--- config.mk ---
export PLATFORM = sky130hd
export DESIGN_NAME = aru_rotate_unit
export DESIGN_NICKNAME = d
export VERILOG_FILES = /design/src/hw/aru_rotate_core.v /design/src/hw/aru_rotate_unit.v
export VERILOG_INCLUDE_DIRS = /design/src /design/src/hw
export SDC_FILE = /design/constraint.sdc
export NUM_CORES = 1
export LEC_CHECK = 0
export BUFFER_PORTS_ARGS = -buffer_cell sky130_fd_sc_hd__buf_2
export CAP_MARGIN = 5
export CORE_UTILIZATION = 52
export DETAILED_ROUTE_END_ITERATION = 10
export PLACE_DENSITY = 0.9
export SETUP_SLACK_MARGIN = 0.05
export SYNTH_ARGS = -nofsm -noshare
export SYNTH_HDL_FRONTEND = slang
export SYNTH_SLANG_ARGS = --single-unit
--- constraint.sdc ---
create_clock -name mclk -period 7.2 [get_ports mclk]
set_input_delay 0.72 -clock mclk [delete_from_list [all_inputs] [get_ports mclk]]
set_output_delay 0.72 -clock mclk [all_outputs]
set_load 0.05 [all_outputs]
--- src/hw/aru_consts.vh ---
`ifndef ARU_CONSTS_VH
`define ARU_CONSTS_VH

// ------------------------------------------------------------------
// Widths and bit positions
// ------------------------------------------------------------------
`define ARU_W          16
`define ARU_MSB        15
`define ARU_LSB        0
`define ARU_SEL_W      4

// ------------------------------------------------------------------
// Full 16-bit instruction encodings
// ------------------------------------------------------------------
`define ARU_ENC_RLP    16'h8A4A
`define ARU_ENC_RLC    16'h8A5A
`define ARU_ENC_RRP    16'h8ACA
`define ARU_ENC_RRC    16'h8ADA

// ------------------------------------------------------------------
// Internal operation codes
// ------------------------------------------------------------------
`define ARU_OP_W       2
`define ARU_OP_RLP     2'h0
`define ARU_OP_RLC     2'h1
`define ARU_OP_RRP     2'h2
`define ARU_OP_RRC     2'h3

// ------------------------------------------------------------------
// Reset values
// ------------------------------------------------------------------
`define ARU_ACC_RST    16'h0000
`define ARU_SEL_RST    4'h0
`define ARU_BIT_RST    1'b0

`endif

--- src/hw/aru_rotate_core.v ---
`timescale 1ns/1ps
`include "aru_consts.vh"

// Single-position rotate and flag derivation, purely combinational.
module aru_rotate_core
(
   input  wire [`ARU_OP_W-1:0] opSel,
   input  wire [`ARU_W-1:0]    accSrc,
   input  wire                 carrySrc,
   output reg  [`ARU_W-1:0]    result,
   output reg                  carryNew,
   output wire                 signNew,
   output wire                 zeroNew
);

   // ------------------------------------------------------------------
   // Rotate by exactly one place
   // ------------------------------------------------------------------
   // Carry passes through unchanged for the plain forms
   always @*
   begin
      result   = accSrc;
      carryNew = carrySrc;
      case (opSel)
         `ARU_OP_RLP:
         begin
            result = {accSrc[`ARU_MSB-1:`ARU_LSB], accSrc[`ARU_MSB]};   // RULE_01 RULE_07
         end
         `ARU_OP_RLC:
         begin
            result   = {accSrc[`ARU_MSB-1:`ARU_LSB], carrySrc};         // RULE_02 RULE_07
            carryNew = accSrc[`ARU_MSB];                                 // RULE_02
         end
         `ARU_OP_RRP:
         begin
            result = {accSrc[`ARU_LSB], accSrc[`ARU_MSB:`ARU_LSB+1]};   // RULE_03 RULE_08
         end
         `ARU_OP_RRC:
         begin
            result   = {carrySrc, accSrc[`ARU_MSB:`ARU_LSB+1]};         // RULE_04 RULE_08
            carryNew = accSrc[`ARU_LSB];                                 // RULE_04
         end
         default:
         begin
            result   = accSrc;
            carryNew = carrySrc;
         end
      endcase
   end

   // ------------------------------------------------------------------
   // Sign and zero from the new value
   // ------------------------------------------------------------------
   assign signNew = result[`ARU_MSB];             // RULE_09
   assign zeroNew = (result == `ARU_ACC_RST);     // RULE_09

endmodule // aru_rotate_core

--- src/hw/aru_rotate_unit.v ---
// Summary of operation
// RULE_01: Plain left rotate: bit 15 wraps to bit 0.
// RULE_02: Left through carry: carry in, bit 15 out.
// RULE_03: Plain right rotate: bit 0 wraps to 15.
// RULE_04: Right through carry: carry in, bit 0 out.
// RULE_05: Left rotates set sign; carry/zero only through-carry.
// RULE_06: Right rotates set sign; carry/zero only through-carry.
// RULE_07: Each left rotate moves exactly one place.
// RULE_08: Each right rotate moves exactly one place.
// RULE_09: Sign is new bit 15; zero on result zero.
`timescale 1ns/1ps
`include "aru_consts.vh"

module aru_rotate_unit
(
   mclk,
   rst_n,
   instrValid,
   instrWord,
   accSel,
   accRdData,
   carryFlag,
   accWrEn,
   accWrSel,
   accWrData,
   carryWrEn,
   carryWrData,
   signWrEn,
   signWrData,
   zeroWrEn,
   zeroWrData,
   execDone
);

   // ------------------------------------------------------------------
   // Ports
   // ------------------------------------------------------------------
   input  wire                  mclk;
   input  wire                  rst_n;
   input  wire                  instrValid;
   input  wire [`ARU_W-1:0]     instrWord;
   input  wire [`ARU_SEL_W-1:0] accSel;
   input  wire [`ARU_W-1:0]     accRdData;
   input  wire                  carryFlag;
   output wire                  accWrEn;
   output wire [`ARU_SEL_W-1:0] accWrSel;
   output wire [`ARU_W-1:0]     accWrData;
   output wire                  carryWrEn;
   output wire                  carryWrData;
   output wire                  signWrEn;
   output wire                  signWrData;
   output wire                  zeroWrEn;
   output wire                  zeroWrData;
   output wire                  execDone;

   // ------------------------------------------------------------------
   // Registers and next values
   // ------------------------------------------------------------------
   reg                  accWrEn_reg;
   reg                  accWrEn_next;
   reg [`ARU_SEL_W-1:0] accWrSel_reg;
   reg [`ARU_SEL_W-1:0] accWrSel_next;
   reg [`ARU_W-1:0]     accWrData_reg;
   reg [`ARU_W-1:0]     accWrData_next;
   reg                  carryWrEn_reg;
   reg                  carryWrEn_next;
   reg                  carryWrData_reg;
   reg                  carryWrData_next;
   reg                  signWrEn_reg;
   reg                  signWrEn_next;
   reg                  signWrData_reg;
   reg                  signWrData_next;
   reg                  zeroWrEn_reg;
   reg                  zeroWrEn_next;
   reg                  zeroWrData_reg;
   reg                  zeroWrData_next;

   // ------------------------------------------------------------------
   // Decode and operand wires
   // ------------------------------------------------------------------
   reg                  opHit;
   reg [`ARU_OP_W-1:0]  opSel;
   reg                  throughCarry;
   wire                 fwdAcc;
   wire [`ARU_W-1:0]    accSrc;
   wire                 carrySrc;
   wire [`ARU_W-1:0]    rotResult;
   wire                 rotCarry;
   wire                 rotSign;
   wire                 rotZero;

   // ------------------------------------------------------------------
   // Instruction decode
   // ------------------------------------------------------------------
   // Full-word match; any other word is left for other slices
   always @*
   begin
      opHit        = 1'b1;
      opSel        = `ARU_OP_RLP;
      throughCarry = 1'b0;
      case (instrWord)
         `ARU_ENC_RLP:
         begin
            opSel = `ARU_OP_RLP;                       // RULE_01
         end
         `ARU_ENC_RLC:
         begin
            opSel        = `ARU_OP_RLC;                // RULE_02
            throughCarry = 1'b1;
         end
         `ARU_ENC_RRP:
         begin
            opSel = `ARU_OP_RRP;                       // RULE_03
         end
         `ARU_ENC_RRC:
         begin
            opSel        = `ARU_OP_RRC;                // RULE_04
            throughCarry = 1'b1;
         end
         default:
         begin
            opHit = 1'b0;
         end
      endcase
   end

   // ------------------------------------------------------------------
   // Operand forwarding
   // ------------------------------------------------------------------
   // The accumulator file and flag register take our result one edge
   // after we present it, so a back-to-back rotate would otherwise read
   // the stale value and the pair would move the word only once.
   // Forwarding keeps every execution worth exactly one place.
   assign fwdAcc   = accWrEn_reg && (accWrSel_reg == accSel);           // RULE_07 RULE_08
   assign accSrc   = fwdAcc ? accWrData_reg : accRdData;                // RULE_07 RULE_08
   assign carrySrc = carryWrEn_reg ? carryWrData_reg : carryFlag;       // RULE_02 RULE_04

   // ------------------------------------------------------------------
   // Rotate datapath
   // ------------------------------------------------------------------
   aru_rotate_core uCore
   (
      .opSel    (opSel),
      .accSrc   (accSrc),
      .carrySrc (carrySrc),
      .result   (rotResult),
      .carryNew (rotCarry),
      .signNew  (rotSign),
      .zeroNew  (rotZero)
   );

   // ------------------------------------------------------------------
   // Next-state of the write-back stage
   // ------------------------------------------------------------------
   // Enables are one-cycle pulses; data holds between executions so a
   // late sampler still sees the last result.
   always @*
   begin
      accWrEn_next     = 1'b0;
      accWrSel_next    = accWrSel_reg;
      accWrData_next   = accWrData_reg;
      carryWrEn_next   = 1'b0;
      carryWrData_next = carryWrData_reg;
      signWrEn_next    = 1'b0;
      signWrData_next  = signWrData_reg;
      zeroWrEn_next    = 1'b0;
      zeroWrData_next  = zeroWrData_reg;
      if (instrValid && opHit)
      begin
         accWrEn_next    = 1'b1;                               // RULE_07 RULE_08
         accWrSel_next   = accSel;
         accWrData_next  = rotResult;
         signWrEn_next   = 1'b1;                               // RULE_05 RULE_06
         signWrData_next = rotSign;                            // RULE_09
         // Plain forms leave carry and zero alone
         if (throughCarry)
         begin
            carryWrEn_next   = 1'b1;                           // RULE_05 RULE_06
            carryWrData_next = rotCarry;
            zeroWrEn_next    = 1'b1;                           // RULE_05 RULE_06
            zeroWrData_next  = rotZero;                        // RULE_09
         end
      end
   end

   // ------------------------------------------------------------------
   // Write-back registers
   // ------------------------------------------------------------------
   always @(posedge mclk or negedge rst_n)
   begin
      if (!rst_n)
      begin
         accWrEn_reg     <= `ARU_BIT_RST;
         accWrSel_reg    <= `ARU_SEL_RST;
         accWrData_reg   <= `ARU_ACC_RST;
         carryWrEn_reg   <= `ARU_BIT_RST;
         carryWrData_reg <= `ARU_BIT_RST;
         signWrEn_reg    <= `ARU_BIT_RST;
         signWrData_reg  <= `ARU_BIT_RST;
         zeroWrEn_reg    <= `ARU_BIT_RST;
         zeroWrData_reg  <= `ARU_BIT_RST;
      end
      else
      begin
         accWrEn_reg     <= accWrEn_next;
         accWrSel_reg    <= accWrSel_next;
         accWrData_reg   <= accWrData_next;
         carryWrEn_reg   <= carryWrEn_next;
         carryWrData_reg <= carryWrData_next;
         signWrEn_reg    <= signWrEn_next;
         signWrData_reg  <= signWrData_next;
         zeroWrEn_reg    <= zeroWrEn_next;
         zeroWrData_reg  <= zeroWrData_next;
      end
   end

   // ------------------------------------------------------------------
   // Outputs, all straight from flip-flops
   // ------------------------------------------------------------------
   assign accWrEn     = accWrEn_reg;
   assign accWrSel    = accWrSel_reg;
   assign accWrData   = accWrData_reg;
   assign carryWrEn   = carryWrEn_reg;
   assign carryWrData = carryWrData_reg;
   assign signWrEn    = signWrEn_reg;
   assign signWrData  = signWrData_reg;
   assign zeroWrEn    = zeroWrEn_reg;
   assign zeroWrData  = zeroWrData_reg;
   assign execDone    = accWrEn_reg;   // Same flop: completion equals write

endmodule // aru_rotate_unit

==> impl_metrics.env <==
export IMPL_final_layout_size_suffix_gt1_frac=0.400
export IMPL_cts_buffers=3
export IMPL_fin_crit_sh=0.447
export IMPL_ys_seq_elements=24
export IMPL_p_clk_frac=0.300
export IMPL_antenna_found_initial=0
export IMPL_synth_distinct_cells=38
export IMPL_cts_num_sinks=24
export IMPL_failed_checks="DRC"
export IMPL_setup_slack_ns=3.98
export IMPL_p_per_area_mw_per_mm2=118
export IMPL_setup_violations=0
export IMPL_p_int_mw=0.182
export IMPL_io_pins=68
export IMPL_ff2ff_path_depth=7
export IMPL_io_buffers=67
export IMPL_synth_edf_count=0
export IMPL_root_buffer="clkbuf_4"
export IMPL_post_cts_setup_buffers=0
export IMPL_ctsHoldBuffers=0
export IMPL_synth_top_area_frac=0.361
export IMPL_rows=20
export IMPL_rsz0062_at_grt="no"
export IMPL_antenna_cells=0
export IMPL_ys_warn_count=0
export IMPL_hp_class="input pin to async pin"
export IMPL_cap_violations=0
export IMPL_finalCriticalPeriod_ns=3.22
export IMPL_timing_fmax_mhz=310
export IMPL_synth_compound_area_frac=0.105
export IMPL_leakage_nw=1.15
export IMPL_cts_repair_resized=0
export IMPL_syn_instance_count=170
export IMPL_drtAntennaViolNets=0
export IMPL_peakVddDrop_mv=0.0984
export IMPL_yosys_area_share_adder=0
export IMPL_p_sw_frac=0.238
export IMPL_synth_top_cell_by_area="dfrtp_1"
export IMPL_synthMuxAreaShare=0.271
export IMPL_area_delta_synth_final_pct=21.1
export IMPL_die_height_um=58.6
export IMPL_die_area_mm2=0.00343
export IMPL_placed_area_mm2=0.00198
export IMPL_dieWidth_um=58.6
export IMPL_viasPerCell=5.50
export IMPL_synth_flop_cell="dfrtp_1"
export IMPL_maxSlewHeadroom=0.296
export IMPL_h_tree_depth=1
export IMPL_synth_top_family_by_area="multiplexers"
export IMPL_critPathArrivalTime_ns=3.46
export IMPL_drc=1
export IMPL_largest_register_ffs=16
export IMPL_grt_remaining_overflow=0
export IMPL_fin_skew_ns=0.00219
export IMPL_vias=1507
export IMPL_worstSetupStartpointType="input pin"
export IMPL_cts_buffer_depth=2
export IMPL_nets=271
export IMPL_firstDrtPassIters=7
export IMPL_coreArea_mm2=0.00305
export IMPL_cts_clk_slew_worst_paths_ns=0.13
export IMPL_grt_pass1_wl_um=6050
export IMPL_cts_tree="done"
export IMPL_finalHoldViolations=0
export IMPL_status="finished, violations left"
export IMPL_drt_initial_drc_count=40
export IMPL_tightest_slew_ns=1.05
export IMPL_grt_max_degree=30
export IMPL_grt_use_total=0.234
export IMPL_drv_slew=0
export IMPL_worst_ep_required_time_ns=7.44
export IMPL_place_ws_ns=3.67
export IMPL_yosysSeqAreaShare=0.361
export IMPL_crit_fanout=21
export IMPL_end_kind="flip-flop"
export IMPL_final_fill_count=263
export IMPL_syn_nets=210
export IMPL_synth_simple_area_share=0.208
export IMPL_async_flop_share=1.00
export IMPL_power_frac_seq=0.567
export IMPL_setup_tns_ns=0
export IMPL_synthXorXnorAreaFrac=0.00526
export IMPL_avgSynthCellArea_um2=9.79
export IMPL_start_util=0.545
export IMPL_finalPower_mw=0.238
export IMPL_wl_per_cell_um=14.6
export IMPL_post_route_cell_area_mm2=0.00201
export IMPL_insertion_delay_ns=0.31
export IMPL_first_global_vias=1362
export IMPL_fin_cells=274
export IMPL_synthTopCellsByArea="dfrtp_1 36%, mux2i_1 18%, nand2_1 8.6%"
export IMPL_path_class="input pin to flip-flop"
export IMPL_dpl_cell_count=270
export IMPL_p_switching_mw=0.0567
export IMPL_netlist_area_mm2=0.00166
export IMPL_wirelength_um=3990
export IMPL_gp_routability_congestion=0.811
export IMPL_hpwl_um=3040
export IMPL_combinationalPowerShare=0.133
-- cells by family after synthesis --
group                  Yosys count
AND/OR/NAND/NOR                 63
AO/OA/AOI/OAI                   26
multiplexers                    43
buffers and inverters           13
flip-flops                      24
XOR/XNOR                         1
-- routing by layer --
metal  share of wire  up-vias  track usage
met2            0.50       65        0.435
met4           0.012        0       0.0748
li1                -      729            -
met1            0.43      706        0.282
met5               0        -            0
met3           0.057        7       0.0242
-- layout by cell type (no fill, tap or decap), types with 2 or more instances in the layout --
master and n:
o21ai_0 13, clkbuf_4 3, a21oi_1 2, o21a_1 2, nand2_1 38, o2111ai_1 2, mux2i_1 30, or4_1 2
mux2_2 12, nand3_1 2, nand2b_1 2, dfrtp_1 24, and4_1 2, buf_2 67, nor2_1 3, nor2b_1 4
and4bb_2 2
-- layout make-up --
class | count | area [um2] | area share
inverter | 2 | 7.51 | 0.00373
timing repair buffer | 67 | 335 | 0.166
sequential | 24 | 601 | 0.298
tap | 44 | 55.1 | 0.0273
multi-input combinational | 133 | 980 | 0.486
clock buffer | 4 | 36.3 | 0.0180
-- cell usage after synthesis (all sizes together) (2+ instances only) --
| library cell | instances |
|---|---|
| o2111ai | 2 |
| dfrtp | 24 |
| nand4 | 2 |
| nand3 | 2 |
| o21ai | 13 |
| mux2i | 30 |
| nor2b | 4 |
| and4 | 2 |
| nand2b | 2 |
| nand2 | 38 |
| or4 | 2 |
| mux2 | 13 |
| buf | 8 |
| a21oi | 2 |
| and4bb | 2 |
| o21a | 2 |
| inv | 2 |
| clkbuf | 3 |
| nor2 | 4 |
-- metrics by stage --
stage	utilization	hold WS [ns]
global placement	0.648	0.494
detailed placement	0.648	0.508
finish	0.660	0.359
CTS	0.660	0.377
floorplan	-	0.424
global route	0.660	0.380
-- path summary, 6_finish.rpt --
| check | start | end | slack [ns] |
|---|---|---|---|
| worst max-delay path | accSel[2] | zeroWrData | 3.98 |
| worst min register to register | accWrSel[2] | accWrSel[2] | 0.54 |
| max in group asynchronous | rst_n | accWrData[11] | 6.48 |
| min in group mclk | accWrSel[2] | accWrSel[2] | 0.54 |
| worst min-delay path | rst_n | accWrData[9] | 0.36 |
| worst max register to register | accWrSel[0] | zeroWrData | 4.04 |
-- critical path: stages --
cell      delay (ns)
buf_2           0.11
xor2_1          0.15
a2111o_1        0.39
nor2_2          0.81
mux2i_1         0.37
mux2i_1         0.14
or4_1           0.53
o31ai_2         0.24
-- power groups by stage --
stage                     sequential, mW  clock, mW  combinational [mW]
after floorplan                    0.138          0              0.0128
after global placement             0.138          0              0.0307
after detailed placement           0.138          0              0.0316
after CTS                          0.135     0.0725              0.0319
after global routing               0.135     0.0793              0.0344
final                              0.135     0.0714              0.0318
Note: power is estimated with default switching activity, not from simulation.
